**config.mk**
```make
export PLATFORM = sky130hd
export DESIGN_NAME = dual_bus_status_port
export DESIGN_NICKNAME = d
export VERILOG_FILES = /design/src/dual_bus_pkg.sv /design/src/dual_bus_status_port.sv /design/src/word_fifo.sv
export SDC_FILE = /design/constraint.sdc
export NUM_CORES = 1
export LEC_CHECK = 0
export ABC_AREA = 1
export BUFFER_PORTS_ARGS = -buffer_cell sky130_fd_sc_hd__buf_2
export CAP_MARGIN = 40
export CORE_MARGIN = 4
export CORE_UTILIZATION = 45
export CTS_CLUSTER_DIAMETER = 50
export DETAILED_ROUTE_END_ITERATION = 8
export HOLD_SLACK_MARGIN = 0.05
export MAX_ROUTING_LAYER = met4
export SETUP_SLACK_MARGIN = 0.5
export SYNTH_ARGS = -nofsm -noshare
export SYNTH_HDL_FRONTEND = slang
export SYNTH_HIERARCHICAL = 1
export SYNTH_SLANG_ARGS = --single-unit
```
**constraint.sdc**
```tcl
create_clock -name ref_clk -period 8.9 [get_ports ref_clk]
set_input_delay 0.89 -clock ref_clk [delete_from_list [all_inputs] [get_ports ref_clk]]
set_output_delay 0.89 -clock ref_clk [all_outputs]
set_load 0.03 [all_outputs]
```
**src/dual_bus_pkg.sv**
```systemverilog
// Functional notes
// - Bus B word arrival raises received flag
// - Bus B sync bit keeps last sync
// - Bus B idle bit follows bus silence
// - Bus B bad Manchester word sets error
// - Transmit window opens 3.5 us after start
// - Transmit window closes 18.5 us after start
// - Word written in window goes back to back
// - Register select picks status or channel data
// - Data read drives sync pin with sync
// - Sync bits kept per bus independently
// - Receiver enable bits gate each receiver
// - Transmitted words are received on same channel
// - Bus A flag clears on read or start
// - Bus A idle bit follows bus silence
// - Bus A bad Manchester word sets error
// - Channel select is register bit OR pin
`default_nettype none
package dual_bus_pkg;

  localparam int CLK_PERIOD_NS = 10;
  localparam int TX_OPEN_NS    = 3500;
  localparam int TX_CLOSE_NS   = 18500;
  localparam int TX_WORD_NS    = 20000;

  localparam logic [10:0] TX_OPEN_CYCLES =
    11'((TX_OPEN_NS + CLK_PERIOD_NS - 1) / CLK_PERIOD_NS);
  localparam logic [10:0] TX_CLOSE_CYCLES =
    11'(TX_CLOSE_NS / CLK_PERIOD_NS);
  localparam logic [10:0] TX_WORD_CYCLES =
    11'(TX_WORD_NS / CLK_PERIOD_NS);

  localparam int BIT_TX_DISABLE_A   = 0;
  localparam int BIT_TX_DISABLE_B   = 1;
  localparam int BIT_RX_ENABLE_A    = 2;
  localparam int BIT_TX_SYNC        = 4;
  localparam int BIT_CHANNEL_SELECT = 5;
  localparam logic [5:0] CTRL_RESET = 6'h0c;

  localparam int TX_FIFO_DEPTH = 8;

  typedef struct packed {
    logic [15:0] data;
    logic        sync;
    logic        bus_b;
  } tx_word_s;

  typedef struct packed {
    logic        active;
    logic        word_start;
    logic        word_valid;
    logic        error;
    logic        sync;
    logic [15:0] data;
  } rx_word_s;

  typedef struct packed {
    logic        strobe_n;
    logic        read_write;
    logic        reg_select;
    logic        channel_select_bit_pin;
    logic        sync;
    logic [15:0] data;
  } host_pins_s;

endpackage
`default_nettype wire

```
**src/dual_bus_status_port.sv**
```systemverilog
`timescale 1ns/1ps
`default_nettype none
module dual_bus_status_port (
  input  wire logic                    ref_clk,
  input  wire logic                    reset_n,
  input  wire logic                    host_strobe_n,
  input  wire logic                    read_write,
  input  wire logic                    reg_select,
  input  wire logic                    channel_select_pin,
  input  wire logic [15:0]             data_in,
  output logic      [15:0]             data_out,
  output logic                         data_oe,
  input  wire logic                    sync_in,
  output logic                         sync_out,
  output logic                         sync_oe,
  output logic                         word_received_a,
  output logic                         word_received_b,
  input  wire dual_bus_pkg::rx_word_s  rx_word_a,
  input  wire dual_bus_pkg::rx_word_s  rx_word_b,
  output logic                         tx_start,
  output dual_bus_pkg::tx_word_s       tx_word,
  output logic                         tx_space,
  output logic                         tx_disable_a,
  output logic                         tx_disable_b
);
  import dual_bus_pkg::*;

  logic        rst_meta_reg;
  logic        rst_n;
  host_pins_s  pin_meta_reg;
  host_pins_s  pin_reg;
  host_pins_s  pin_raw;
  logic        strobe_d_reg;
  logic [5:0]  ctrl_reg;
  logic [1:0]  rcv_reg;
  logic [1:0]  sync_st_reg;
  logic [1:0]  idle_reg;
  logic [1:0]  err_reg;
  logic [15:0] rx_data_reg [2];
  logic [15:0] data_out_reg;
  logic        data_oe_reg;
  logic        sync_out_reg;
  logic        sync_oe_reg;
  logic        busy_reg;
  logic [10:0] count_reg;
  tx_word_s    cur_reg;
  logic        window_reg;
  logic        tx_start_reg;
  tx_word_s    tx_word_reg;
  logic        tx_space_reg;

  rx_word_s    rxw [2];
  logic        fall;
  logic        rd_fire;
  logic        wr_fire;
  logic        channel_select_bit_eff;
  logic [15:0] status;
  logic [15:0] rd_data;
  logic        fifo_in_ready;
  logic        fifo_out_valid;
  tx_word_s    fifo_out;
  tx_word_s    fifo_in;
  logic        tx_last;
  logic        pop;
  logic        start_go;
  logic        tx_end;
  logic        busy_next;
  logic [10:0] count_next;
  logic        window_next;
  logic [1:0]  got;
  logic [1:0]  start;
  logic [1:0]  rd_clr;
  logic [1:0]  bad;

  assign rxw[0] = rx_word_a;
  assign rxw[1] = rx_word_b;
  assign pin_raw = '{strobe_n: host_strobe_n, read_write: read_write,
                     reg_select: reg_select, channel_select_bit_pin: channel_select_pin,
                     sync: sync_in, data: data_in};

  always_ff @(posedge ref_clk or negedge reset_n) begin
    if (!reset_n) begin
      rst_meta_reg <= 1'b0;
      rst_n        <= 1'b0;
    end else begin
      rst_meta_reg <= 1'b1;
      rst_n        <= rst_meta_reg;
    end
  end

  // Host pins are asynchronous; only the second stage is used.
  always_ff @(posedge ref_clk or negedge rst_n) begin
    if (!rst_n) begin
      pin_meta_reg <= '{strobe_n: 1'b1, default: '0};
      pin_reg      <= '{strobe_n: 1'b1, default: '0};
      strobe_d_reg <= 1'b1;
    end else begin
      pin_meta_reg <= pin_raw;
      pin_reg      <= pin_meta_reg;
      strobe_d_reg <= pin_reg.strobe_n;
    end
  end

  assign fall     = strobe_d_reg && !pin_reg.strobe_n;
  assign rd_fire  = fall && pin_reg.read_write;
  assign wr_fire  = fall && !pin_reg.read_write;
  assign channel_select_bit_eff = ctrl_reg[BIT_CHANNEL_SELECT] | pin_reg.channel_select_bit_pin;
  assign status   = {window_reg, err_reg[1], idle_reg[1], sync_st_reg[1],
                     rcv_reg[1], err_reg[0], idle_reg[0], sync_st_reg[0],
                     rcv_reg[0], 1'b0, ctrl_reg};
  assign rd_data  = pin_reg.reg_select ? status
                    : rx_data_reg[channel_select_bit_eff];

  always_ff @(posedge ref_clk or negedge rst_n) begin
    if (!rst_n) begin
      ctrl_reg <= CTRL_RESET;
    end else if (wr_fire && pin_reg.reg_select) begin
      ctrl_reg <= pin_reg.data[5:0];
    end
  end

  // Drivers stay on until the strobe returns high.
  always_ff @(posedge ref_clk or negedge rst_n) begin
    if (!rst_n) begin
      data_out_reg <= 16'h0000;
      data_oe_reg  <= 1'b0;
      sync_out_reg <= 1'b0;
      sync_oe_reg  <= 1'b0;
    end else if (rd_fire) begin
      data_out_reg <= rd_data;
      data_oe_reg  <= 1'b1;
      sync_out_reg <= sync_st_reg[channel_select_bit_eff];
      sync_oe_reg  <= !pin_reg.reg_select;
    end else if (pin_reg.strobe_n) begin
      data_oe_reg <= 1'b0;
      sync_oe_reg <= 1'b0;
    end
  end

  assign fifo_in = '{data: pin_reg.data, bus_b: channel_select_bit_eff,
                     sync: pin_reg.sync | ctrl_reg[BIT_TX_SYNC]};

  // A write that finds the buffer full is dropped; tx_space warns.
  word_fifo #(
    .WIDTH ($bits(tx_word_s)),
    .DEPTH (TX_FIFO_DEPTH)
  ) u_tx_fifo (
    .clk       (ref_clk),
    .rst_n     (rst_n),
    .in_valid  (wr_fire && !pin_reg.reg_select),
    .in_ready  (fifo_in_ready),
    .in_data   (fifo_in),
    .out_valid (fifo_out_valid),
    .out_ready (pop),
    .out_data  (fifo_out)
  );

  assign tx_last     = count_reg == TX_WORD_CYCLES - 11'd1;
  assign tx_end      = busy_reg && tx_last;
  assign pop         = !busy_reg || tx_last;
  assign start_go    = fifo_out_valid && pop;
  assign busy_next   = start_go || (busy_reg && !tx_last);
  assign count_next  = start_go ? 11'd0
                       : (busy_reg ? count_reg + 11'd1 : count_reg);
  assign window_next = !busy_next
                       || (count_next >= TX_OPEN_CYCLES
                           && count_next < TX_CLOSE_CYCLES);

  always_ff @(posedge ref_clk or negedge rst_n) begin
    if (!rst_n) begin
      busy_reg     <= 1'b0;
      count_reg    <= 11'd0;
      cur_reg      <= '0;
      window_reg   <= 1'b1;
      tx_start_reg <= 1'b0;
      tx_word_reg  <= '0;
      tx_space_reg <= 1'b1;
    end else begin
      busy_reg     <= busy_next;
      count_reg    <= count_next;
      window_reg   <= window_next;
      tx_start_reg <= start_go;
      tx_space_reg <= fifo_in_ready;
      if (start_go) begin
        cur_reg     <= fifo_out;
        tx_word_reg <= fifo_out;
      end
    end
  end

  genvar ch;
  generate
    for (ch = 0; ch < 2; ch++) begin : g_bus
      logic en;
      logic mine;
      assign en   = ctrl_reg[BIT_RX_ENABLE_A + ch];
      assign mine = cur_reg.bus_b == 1'(ch);
      assign got[ch]    = (tx_end && mine)
                          || (en && rxw[ch].word_valid && !rxw[ch].error);
      assign start[ch]  = (start_go && fifo_out.bus_b == 1'(ch))
                          || (en && rxw[ch].word_start);
      assign rd_clr[ch] = rd_fire && !pin_reg.reg_select
                          && channel_select_bit_eff == 1'(ch);
      assign bad[ch]    = en && rxw[ch].word_valid && rxw[ch].error;

      always_ff @(posedge ref_clk or negedge rst_n) begin
        if (!rst_n) begin
          rcv_reg[ch]     <= 1'b0;
          sync_st_reg[ch] <= 1'b0;
          idle_reg[ch]    <= 1'b0;
          err_reg[ch]     <= 1'b0;
          rx_data_reg[ch] <= 16'h0000;
        end else begin
          // A new word wins over a clear in the same cycle.
          rcv_reg[ch]  <= got[ch] || (rcv_reg[ch]
                          && !(start[ch] || rd_clr[ch]));
          err_reg[ch]  <= bad[ch] || (err_reg[ch] && !start[ch]);
          idle_reg[ch] <= !((en && rxw[ch].active)
                          || (busy_reg && mine));
          if (got[ch]) begin
            sync_st_reg[ch] <= tx_end && mine ? cur_reg.sync
                               : rxw[ch].sync;
            rx_data_reg[ch] <= tx_end && mine ? cur_reg.data
                               : rxw[ch].data;
          end
        end
      end
    end
  endgenerate

  assign data_out        = data_out_reg;
  assign data_oe         = data_oe_reg;
  assign sync_out        = sync_out_reg;
  assign sync_oe         = sync_oe_reg;
  assign word_received_a = rcv_reg[0];
  assign word_received_b = rcv_reg[1];
  assign tx_start        = tx_start_reg;
  assign tx_word         = tx_word_reg;
  assign tx_space        = tx_space_reg;
  assign tx_disable_a    = ctrl_reg[BIT_TX_DISABLE_A];
  assign tx_disable_b    = ctrl_reg[BIT_TX_DISABLE_B];

  AST_WORD_RECEIVED_B_SET: assert property (
    @(posedge ref_clk) disable iff (!rst_n)
    got[1] |=> word_received_b && status[11])
    else $error("bus B flag did not rise on a word");

  AST_SYNCB_KEPT: assert property (
    @(posedge ref_clk) disable iff (!rst_n)
    (ctrl_reg[3] && rx_word_b.word_valid && !rx_word_b.error && !tx_end)
    |=> status[12] == $past(rx_word_b.sync))
    else $error("bus B sync bit does not hold last sync");

  AST_IDLEB: assert property (
    @(posedge ref_clk) disable iff (!rst_n)
    (ctrl_reg[3] && rx_word_b.active) |=> !status[13])
    else $error("bus B idle bit high during traffic");

  AST_ERRB: assert property (
    @(posedge ref_clk) disable iff (!rst_n)
    bad[1] |=> status[14])
    else $error("bus B decode error not flagged");

  logic [11:0] start_age_reg;

  // Counts cycles since the last word start, apart from the word timer.
  always_ff @(posedge ref_clk or negedge rst_n) begin
    if (!rst_n) begin
      start_age_reg <= 12'h000;
    end else if (tx_start_reg) begin
      start_age_reg <= 12'h001;
    end else if (start_age_reg != 12'h000 && start_age_reg != 12'hfff) begin
      start_age_reg <= start_age_reg + 12'h001;
    end
  end

  AST_WIN_OPEN: assert property (
    @(posedge ref_clk) disable iff (!rst_n)
    (busy_reg && start_age_reg == {1'b0, TX_OPEN_CYCLES})
    |-> window_reg && !$past(window_reg))
    else $error("transmit window opened at wrong time");

  AST_WIN_CLOSE: assert property (
    @(posedge ref_clk) disable iff (!rst_n)
    (busy_reg && count_reg == TX_CLOSE_CYCLES)
    |-> !window_reg && $past(window_reg))
    else $error("transmit window closed at wrong time");

  AST_BACK_TO_BACK: assert property (
    @(posedge ref_clk) disable iff (!rst_n)
    (tx_end && fifo_out_valid)
    |=> busy_reg && count_reg == 11'd0 && tx_start)
    else $error("queued word not sent back to back");

  AST_READ_STATUS: assert property (
    @(posedge ref_clk) disable iff (!rst_n)
    (rd_fire && pin_reg.reg_select)
    |=> data_oe && data_out == $past(status) && !sync_oe)
    else $error("status read returned wrong data");

  AST_READ_SYNC_A: assert property (
    @(posedge ref_clk) disable iff (!rst_n)
    (rd_fire && !pin_reg.reg_select && !channel_select_bit_eff)
    |=> sync_oe && sync_out == $past(sync_st_reg[0])
        && data_out == $past(rx_data_reg[0]))
    else $error("receiver A read gave wrong sync or data");

  AST_RX_GATED_A: assert property (
    @(posedge ref_clk) disable iff (!rst_n)
    (!ctrl_reg[2] && !(tx_end && !cur_reg.bus_b)) |=> $stable(rx_data_reg[0]))
    else $error("disabled receiver A stored a word");

  AST_SELF_RX: assert property (
    @(posedge ref_clk) disable iff (!rst_n)
    (tx_end && cur_reg.bus_b) |=> word_received_b
      && rx_data_reg[1] == $past(cur_reg.data))
    else $error("own transmitted word not received");

  AST_WORD_RECEIVED_A_CLR: assert property (
    @(posedge ref_clk) disable iff (!rst_n)
    (rd_clr[0] && !got[0]) |=> !word_received_a)
    else $error("bus A flag not cleared by a read");

  AST_CHANNEL_SELECT_BIT_OR: assert property (
    @(posedge ref_clk) disable iff (!rst_n)
    (wr_fire && !pin_reg.reg_select && fifo_in_ready)
    |-> fifo_in.bus_b == (ctrl_reg[5] || pin_reg.channel_select_bit_pin))
    else $error("channel select is not bit OR pin");
endmodule
`default_nettype wire

```
**src/word_fifo.sv**
```systemverilog
`timescale 1ns/1ps
`default_nettype none
module word_fifo #(
  parameter int WIDTH = 18,
  parameter int DEPTH = 8
) (
  input  wire logic             clk,
  input  wire logic             rst_n,
  input  wire logic             in_valid,
  output logic                  in_ready,
  input  wire logic [WIDTH-1:0] in_data,
  output logic                  out_valid,
  input  wire logic             out_ready,
  output logic      [WIDTH-1:0] out_data
);
  localparam int AW = $clog2(DEPTH);

  logic [WIDTH-1:0] mem_reg [DEPTH];
  logic [AW:0]      wr_ptr_reg;
  logic [AW:0]      rd_ptr_reg;
  logic             push;
  logic             pop;

  assign out_valid = wr_ptr_reg != rd_ptr_reg;
  assign in_ready  = (wr_ptr_reg[AW-1:0] != rd_ptr_reg[AW-1:0])
                     || (wr_ptr_reg[AW] == rd_ptr_reg[AW]);
  assign push      = in_valid && in_ready;
  assign pop       = out_valid && out_ready;
  assign out_data  = mem_reg[rd_ptr_reg[AW-1:0]];

  always_ff @(posedge clk) begin
    if (push) begin
      mem_reg[wr_ptr_reg[AW-1:0]] <= in_data;
    end
  end

  always_ff @(posedge clk or negedge rst_n) begin
    if (!rst_n) begin
      wr_ptr_reg <= '0;
      rd_ptr_reg <= '0;
    end else begin
      wr_ptr_reg <= wr_ptr_reg + (AW+1)'(push);
      rd_ptr_reg <= rd_ptr_reg + (AW+1)'(pop);
    end
  end
endmodule
`default_nettype wire
```
==> results.ini, run 1 <==
[status]
status=complete, no violations

[grt]
grt_max_degree=77
grt_pass1_vias=7607
met2_usage=0.273
gr-total-overflow=0
grt_pass1_wl_um=43000
use_met1=0.291
gr-max-usage-layer=met1
grtUsageMet3=0.0386
antenna_found_initial=0
grt_usage=0.193

[floorplan]
initial_core_util=0.456
core_area_sq_um=26000
die_x_um=170
die_y_um=170
rows=59
num_io_pins=108
die_area_sq_um=29000

[clock_tree]
clockRootBuffer=clkbuf_16
cts.sinks=295
htree_levels=2
clk_pin_slew_ns=0.06
cts_resized=0
post_cts_buffers=0
tritoncts=done
clockBufferDepth=3
hold_buffers=0
clk_latency_ns=0.51
cts_buffers=36

[power]
powerDensity_nw_per_um2=312
vdd.ir_drop.worst_mv=0.170
cellLeakagePower_nw=5.71
finalPower_mw=4.34

[sta]
relSlewSlack=0.397
hold_violations=0
final.setup.tns_ns=0
clock_skew_ns=0.0190
rsz0062_at_grt=false
finalCritPeriodShare=0.315
setup_violations=0
tightest_slew_ns=0.903
period_needed_ns=2.80
fmax_ghz=0.357
drv_slew=0

[detailed_routing]
num_vias=8041
drc=0
via_per_inst=5.29
ant_nets=0
wl_per_cell_um=18.1
routed_wl_um=27500
dr.pass1.iters=5
drt_iter0_drc=921

[finish]
n_antenna_cell=0
seq_area_sq_um=8120
syn_to_final_growth_pct=17.4
layoutNonFillerInstCount=1520
drive_above_1_share=0.192
fillers=2255
largest_register_ffs=144
nets=1229
multi_input_area_sq_um=3150

[critical_path]
rrSetupSlack_ns=6.10
cp-start-kind=flip-flop
arrival_ns=2.93
path_class=flip-flop to flip-flop
crit_fanout=19
worstPathRequired_ns=9.02
end_kind=flip-flop

[yosys]
synth.ff_latch_count=295
synth_nets=1121
syn_area_sq_um=11900
seq_area_frac_synth=0.685
yosys.cell_types.count=40
yosysWarnings=6
netlist_instances=1051
syn_area_per_cell_sq_um=11.3

[flow_run]
maxCapViolCount=0

[placed_design]
detailedPlacementHpwl_um=18100
placed_cells=1456
numPortBuffers=107
place_congestion=0.832

[hold_path]
hp-class=input port to async pin

==> through the flow <==
stage	cell area (sq um)	worst slack (ns)	hold slack (ns)	utilization
after CTS	13900	6.00	0.131	0.536
after detailed placement	12700	6.02	0.299	0.489
after global placement	12600	6.02	0.332	0.483
after floorplan	11900	4.39	0.331	-
final	13900	6.10	0.156	0.536
after global routing	13900	5.88	0.148	0.536
==> area by class of cell <==
cell class	instances	area share
sequential	295	0.583
tap	335	0.0301
clock inverter	15	0.0149
multi-input combinational	628	0.227
timing repair buffer	121	0.0516
inverter	77	0.0208
clock buffer	49	0.0726
==> final timing paths <==
path,start,end,cells after the start
max,pin_reg[18]$_DFF_PN0_,u_tx_fifo/mem_reg[1][12]$_DFFE_PP_,3
min,reset_n,rst_n$_DFF_PN0_,1
max reg2reg,pin_reg[18]$_DFF_PN0_,u_tx_fifo/mem_reg[1][12]$_DFFE_PP_,3
min reg2reg,rst_n$_DFF_PN0_,pin_meta_reg[4]$_DFF_PN0_,0
max in group asynchronous,rst_n$_DFF_PN0_,tx_word[16]$_DFFE_PN0P_,3
min in group ref_clk,pin_meta_reg[9]$_DFF_PN0_,fifo_in[11]$_DFF_PN0_,0
==> cell families (layout without fill, tap and decap cells) <==
group           after synthesis  in the layout  share of synthesized area
simple gates                409            409                      0.149
flops                       295            295                      0.685
compound gates              199            199                     0.0995
buf+inv                     128            262                     0.0494
xor+xnor                      8              8                    0.00655
mux                           6              6                    0.00570
fa+ha+maj                     5              5                    0.00528
other cells                   1              1                   0.000316
==> Yosys cell counts (all sizes together) <==
cell type / number / area (sq um)
ha: 5 / 62.6
buf: 38 / 248
clkbuf: 13 / 48.8
dfrtp: 144 / 3600
inv: 76 / 285
or2: 1 / 6.26
nor2: 139 / 564
o221ai: 16 / 140
nand3: 85 / 443
nand3b: 3 / 22.5
nand2: 179 / 699
o22ai: 1 / 6.26
dfstp: 7 / 184
xor2: 6 / 52.6
nor4: 1 / 6.26
xnor2: 2 / 25.0
o21ai: 142 / 726
a21oi: 5 / 25.0
a21boi: 1 / 7.51
o2111ai: 15 / 131
mux2: 6 / 67.6
edfxtp: 144 / 4320
clkinv: 1 / 3.75
o211ai: 19 / 143
nand4: 1 / 21.3
conb: 1 / 3.75
==> cell usage in the layout (no fill, tap or decap), types with 2 or more instances in the layout <==
master      synthesis  routed
dfrtp_1           144     141
nor2_1            124     124
inv_6               0       3
clkinvlp_4          0       2
nand3b_1            3       3
a21oi_1             5       5
buf_8               0       6
clkinv_1            1       2
o21ai_1            68      68
o211ai_1           19      19
buf_4               6       6
o21ai_0            72      72
xor2_1              6       6
edfxtp_1          144     144
ha_1                5       5
inv_2               7       7
nand3_1            83      83
nand2_2             5       5
nor2_2             14      14
clkbuf_16           0      37
dfstp_2             7       7
inv_1              69      69
mux2_2              6       6
buf_2              24     107
bufinv_16           0       4
o2111ai_1          15      15
clkinv_2            0       3
clkbuf_1           13       8
nand2_4             2       2
o221ai_1           16      16
clkbuf_8            0       4
dfrtp_2             0       2
nand2_1           172     172
==> layer usage <==
| layer | up-vias | share of wire |
|---|---|---|
| li1 | 3826 | - |
| met1 | 3873 | 0.47 |
| met3 | 33 | 0.082 |
| met2 | 309 | 0.43 |
| met5 | - | 0 |
| met4 | 0 | 0.015 |
==> critical path: stages, from the launching register on <==
cell     delay [ns]
dfrtp_1        0.65
nor4_1         0.76
nand2_4        0.25
nor2_2         0.74
==> power by group <==
part           total (mW)  internal [mW]  switching (mW)
clock                1.48          0.920           0.556
combinational        1.10          0.328           0.773
sequential           1.76           1.62           0.140
(Power assumes the default switching activity.)
==> inputs of run 2 (changes only) <==
==> constraint.sdc (replaced) <==
create_clock -name ref_clk -period 2.6 [get_ports ref_clk]
set_input_delay 0.26 -clock ref_clk [delete_from_list [all_inputs] [get_ports ref_clk]]
set_output_delay 0.26 -clock ref_clk [all_outputs]
set_load 0.03 [all_outputs]
==> run 2 against run 1 <==
  * Maximum frequency rose by 42%
  * Non-clock buffer count is 68 higher
  * Global-route usage rose by 0.60 points
  * Hold slack got worse by 0.082 ns
  * Core utilization increased by 2.4 points
  * Sequential power grew to 3.4 times the previous value
  * Die area unchanged
  * Critical path depth increased by 5
  * Largest cell class unchanged
  * Count of clock-buffer cells in the layout is 1 lower
  * Total power rose to 3.4 times the previous value
  * Clock skew is 0.0013 ns lower
==> results.ini, run 2 (synthesis gave the netlist of run 1 again) <==
[finish]
final_common_cell=nand2_1
utilization=0.559
syn_to_final_growth_pct=22.6
nets=1296
n_antenna_cell=0
final_area_sq_um=14500
drive_above_1_share=0.189
largest_register_ffs=144
layout_common_cells=172 x nand2_1, 144 x edfxtp_1, 141 x dfrtp_1, 124 x nor2_1, 107 x buf_2

[grt]
grt_pass1_vias=7922
grt_usage=0.199
antenna_found_initial=0
gr-total-overflow=0
grt_max_degree=73
grt_pass1_wl_um=44200

[detailed_routing]
routed_wl_um=28000
ant_nets=0
wl_per_cell_um=17.6
via_per_inst=5.15
drt_iter0_drc=694
num_vias=8182
dr.pass1.iters=5
drc=0

[critical_path]
cp_cell_sequence=buf_6 > nor2_1 > o21ai_0 > o21ai_0 > nand2_1 > nand2_1 > o21ai_1 > o21ai_0
crit_fanout=72
cp-start-kind=flip-flop
critPathBufInv=1
critPathTopFamily=compound AO/OA/AOI/OAI gates
arrival_ns=2.32
crit_top_cell=o21ai_0
path_class=flip-flop to flip-flop
crit_slowest_cell=dfrtp_2
end_kind=flip-flop
max_stage_delay_ns=0.41
worstPathRequired_ns=2.96

[sta]
fmax_ghz=0.508
setup_violations=0
hold_violations=0
period_needed_ns=1.97
relSlewSlack=0.533
rsz0062_at_grt=true
tightest_slew_ns=0.700
final.setup.tns_ns=0
drv_slew=0
clock_skew_ns=0.0177
finalCritPeriodShare=0.757

[hold_path]
hp-class=input port to flip-flop

[clock_tree]
cts.sinks=295
post_cts_buffers=0
clockRootBuffer=clkbuf_16
tritoncts=done
clk_pin_slew_ns=0.06
cts_buffers=35
htree_levels=2
clk_latency_ns=0.51
clockBufferDepth=3

[floorplan]
die_area_sq_um=29000
core_area_sq_um=26000
die_y_um=170
rows=59
initial_core_util=0.456
die_x_um=170
num_io_pins=108

[placed_design]
dpl-instance-area_sq_um=12700
place_congestion=0.840
numPortBuffers=107
detailedPlacementHpwl_um=18100

[power]
cellLeakagePower_nw=5.97
finalPower_mw=14.8
powerDensity_nw_per_um2=1020
vdd.ir_drop.worst_mv=0.650

[flow_run]
maxCapViolCount=0

[status]
status=complete, no violations

==> run 2: final cells by class <==
type / count / area [sq um]
Clock inverter: 16 / 185
Multi-Input combinational cell: 628 / 3160
Timing Repair Buffer: 189 / 1350
Inverter: 77 / 294
Fill cell: 2156 / 11500
Clock buffer: 48 / 1010
Tap cell: 335 / 419
Sequential cell: 295 / 8120
==> run 2: worst min-delay path, stage by stage <==
cell	delay, ns
buf_2	0.10
nand3_1	0.08
o211ai_1	0.09
==> run 2: per-stage QoR <==
stage / cells / worst slack (ns) / hold slack, ns
after floorplan: 1051 / 0.569 / -0.0356
after global placement: 1464 / 0.403 / 0.0458
after detailed placement: 1464 / 0.378 / 0.0462
after CTS: 1588 / 0.519 / 0.0522
after global routing: 1588 / 0.447 / 0.0709
final: 1588 / 0.633 / 0.0739
==> run 2: worst paths after layout <==
| check | to | slack [ns] | from | cells after the start |
|---|---|---|---|---|
| worst max-delay path | word_received_a$_DFF_PN0_ | 0.63 | u_tx_fifo/rd_ptr_reg[1]$_DFF_PN0_ | 8 |
| worst min-delay path | rx_data_reg[21]$_DFFE_PN0P_ | 0.07 | rx_word_a[5] | 3 |
| worst max register to register | word_received_a$_DFF_PN0_ | 0.63 | u_tx_fifo/rd_ptr_reg[1]$_DFF_PN0_ | 8 |
| worst min register to register | fifo_in[16]$_DFF_PN0_ | 0.28 | rst_n$_DFF_PN0_ | 0 |
| max in group asynchronous | tx_space$_DFF_PN1_ | 1.55 | rst_n$_DFF_PN0_ | 1 |
| min in group asynchronous | fifo_in[16]$_DFF_PN0_ | 0.28 | rst_n$_DFF_PN0_ | 0 |
==> run 2: what timing repair did <==
item / CTS / global route
setup endpoints to repair: 16 / 80
gates resized for setup: 4 / 7
hold buffers: 60 / 0
pin swaps: 0 / 0
endpoints found under the hold margin: 59 / 0
==> run 2: power breakdown <==
group	internal, mW	switching, mW
registers	5.56	0.512
logic	1.22	2.56
clock network	3.04	1.88
total	9.82	4.95
==> run 2: per-layer routing <==
metal / track usage / routed length [um] / up-vias
met3: 0.0334 / 1740 / 50
met4: 0.0510 / 585 / 0
li1: - / - / 3966
met1: 0.291 / 13100 / 3897
met5: - / 0 / -
met2: 0.292 / 12600 / 269
==> inputs of run 3 (changes only) <==
--- a/config.mk
+++ b/config.mk
@@ -14,6 +14,7 @@
 export DETAILED_ROUTE_END_ITERATION = 8
 export HOLD_SLACK_MARGIN = 0.05
 export MAX_ROUTING_LAYER = met4
+export PLACE_DENSITY = 0.66
 export SETUP_SLACK_MARGIN = 0.5
 export SYNTH_ARGS = -nofsm -noshare
 export SYNTH_HDL_FRONTEND = slang
==> constraint.sdc (replaced) <==
create_clock -name ref_clk -period 1.7 [get_ports ref_clk]
set_input_delay 0.17 -clock ref_clk [delete_from_list [all_inputs] [get_ports ref_clk]]
set_output_delay 0.17 -clock ref_clk [all_outputs]
set_load 0.03 [all_outputs]
==> run 3 against run 2 <==
  * Sequential share of layout area fell by 7.4 points
  * Critical endpoint is now u_tx_fifo/rd_ptr_reg[3]$_DFF_PN0_
  * Global-route usage rose by 2.1 points
  * Core utilization rose by 8.6 points
  * Critical path depth rose by 1
  * Design area rose by 15%
  * Sequential power rose by 51%
  * The flow now finishes with violations (setup timing)
==> results.ini, run 3 (synthesis gave the netlist of run 1 again) <==
[clock_tree]
clockBufferDepth=3
cts.sinks=295
clk_latency_ns=0.52
cts_buffers=38
clk_pin_slew_ns=0.06
tritoncts=done
clockRootBuffer=clkbuf_16
htree_levels=2

[status]
violations=setup timing
status=complete, but fails checks

[finish]
n_antenna_cell=0
syn_to_final_growth_pct=41.5
seq_area_sq_um=8120
utilization=0.645
multi_input_area_sq_um=3950
nets=1390
layout_common_cells=146 x nand2_1, 144 x edfxtp_1, 138 x dfrtp_1, 107 x buf_2, 88 x nor2_1
fillers=1885
drive_above_1_share=0.346
final_common_cell=nand2_1
largest_register_ffs=144
final_area_sq_um=16800

[critical_path]
crit_fanout=3
end_kind=flip-flop
arrival_ns=2.09
crit_top_cell=nand3_2
worstRegToRegCells=9
cp-start-kind=flip-flop
max_stage_delay_ns=0.35
worstPathRequired_ns=2.09
path_class=flip-flop to flip-flop
crit_slowest_cell=dfrtp_1
cp_cell_sequence=ha_2 > nand2_2 > nor2_2 > nand3_2 > nand2_4 > a21boi_4 > ha_4 > nand3_2 > xor2_1

[placed_design]
dpl-instance-area_sq_um=13400
numPortBuffers=107
place_congestion=0.852
pre_cts_ws_ns=-0.0539
detailedPlacementHpwl_um=19200

[detailed_routing]
num_vias=8926
routed_wl_um=32000
wl_per_cell_um=19.0
dr.pass1.iters=5
ant_nets=0
via_per_inst=5.30
drc=0
drt_iter0_drc=784

[sta]
drv_slew=0
period_needed_ns=1.70
tightest_slew_ns=0.507
fmax_ghz=0.587
setup_ws_ns=-0.00299
clock_skew_ns=0.0170
rsz0062_at_grt=true
relSlewSlack=0.662
finalCritPeriodShare=1.00
setup_violations=1
holdWs_ns=0.171
hold_violations=0

[power]
powerDensity_nw_per_um2=1580
vdd.ir_drop.worst_mv=1.11
cellLeakagePower_nw=6.83

[floorplan]
die_x_um=170
initial_core_util=0.456
core_area_sq_um=26000
rows=59
num_io_pins=108
die_y_um=170
die_area_sq_um=29000

[grt]
grt_usage=0.221
grt_max_degree=68
antenna_found_initial=0
grt_pass1_wl_um=48900
gr-total-overflow=0
grt_pass1_vias=8887

[flow_run]
maxCapViolCount=0

[hold_path]
hp-class=flip-flop to async pin

-- run 3: changes by cell type in the layout (fill, tap and decap cells not counted), moves of 11 or more --
cell | previous run | this run
buf_12 | 2 | 20
buf_4 | 16 | 42
buf_6 | 2 | 23
nand2_1 | 172 | 146
nand2_2 | 5 | 21
nand3_1 | 83 | 70
nand3_2 | 1 | 14
nor2_1 | 124 | 88
nor2_2 | 14 | 25
nor2_4 | 1 | 26
o21ai_0 | 71 | 30
o21ai_1 | 69 | 80
o21ai_2 | 1 | 30
-- run 3: routing by layer --
metal / track usage / vias to the layer above / routed length, um
met2: 0.345 / 343 / 15400
met1: 0.298 / 4336 / 13600
met3: 0.0430 / 66 / 2220
met4: 0.0615 / 0 / 806
met5: - / - / 0
li1: - / 4181 / -
-- run 3: what timing repair did --
| action | in CTS | in global routing |
|---|---|---|
| endpoints found under the hold margin | 63 | 0 |
| gates resized for setup | 84 | 115 |
| hold buffers | 65 | 0 |
| setup endpoints to repair | 290 | 290 |
| setup buffers | 19 | 10 |
| cloned | 12 | 8 |
| pin swaps | 20 | 50 |
-- run 3: report_power, final --
group | internal, mW | total [mW] | switching [mW]
clock | 5.42 | 8.44 | 3.02
sequential | 8.50 | 9.19 | 0.685
combinational | 3.53 | 8.89 | 5.37
total | 17.5 | 26.5 | 9.07
-- run 3: final cells by class --
class | count | share of cell area
sequential | 295 | 0.484
inverter | 77 | 0.0182
multi-input combinational | 631 | 0.236
timing repair buffer | 276 | 0.155
clock buffer | 49 | 0.0642
clock inverter | 20 | 0.0166
timing repair inverter | 1 | 0.000671
tap | 335 | 0.0250
-- run 3: critical path, delay by kind of cell (launching register included) --
family | cells | cell delay (ns)
flip-flops | 1 | 0.35
AND/OR/NAND/NOR | 5 | 0.48
XOR/XNOR | 1 | 0.15
AO/OA/AOI/OAI | 1 | 0.20
adder cells (fa/ha/maj) | 2 | 0.38
-- run 3: path summary, 6_finish.rpt --
path                                        start                                end  slack, ns
setup / recovery           count_reg[1]$_DFF_PN0_  u_tx_fifo/rd_ptr_reg[3]$_DFF_PN0_     -0.003
hold / removal                    rst_n$_DFF_PN0_        rx_data_reg[31]$_DFFE_PN0P_       0.17
setup reg to reg           count_reg[1]$_DFF_PN0_  u_tx_fifo/rd_ptr_reg[3]$_DFF_PN0_     -0.003
hold reg to reg                   rst_n$_DFF_PN0_        rx_data_reg[31]$_DFFE_PN0P_       0.17
max in group asynchronous         rst_n$_DFF_PN0_            ctrl_reg[3]$_DFFE_PN1P_       0.89
min in group ref_clk           channel_select_pin         pin_meta_reg[17]$_DFF_PN0_       0.30
-- run 3: per-stage QoR --
| step | TNS, ns | total power [mW] | std cells |
|---|---|---|---|
| after detailed placement | -1.81 | 15.8 | 1501 |
| after CTS | 0 | 25.6 | 1666 |
| final | -0.00299 | 26.5 | 1684 |
| after global placement | -0.0475 | 15.7 | 1501 |
| after global routing | -3.24 | 27.8 | 1684 |
| after floorplan | -1.98 | 13.7 | 1051 |
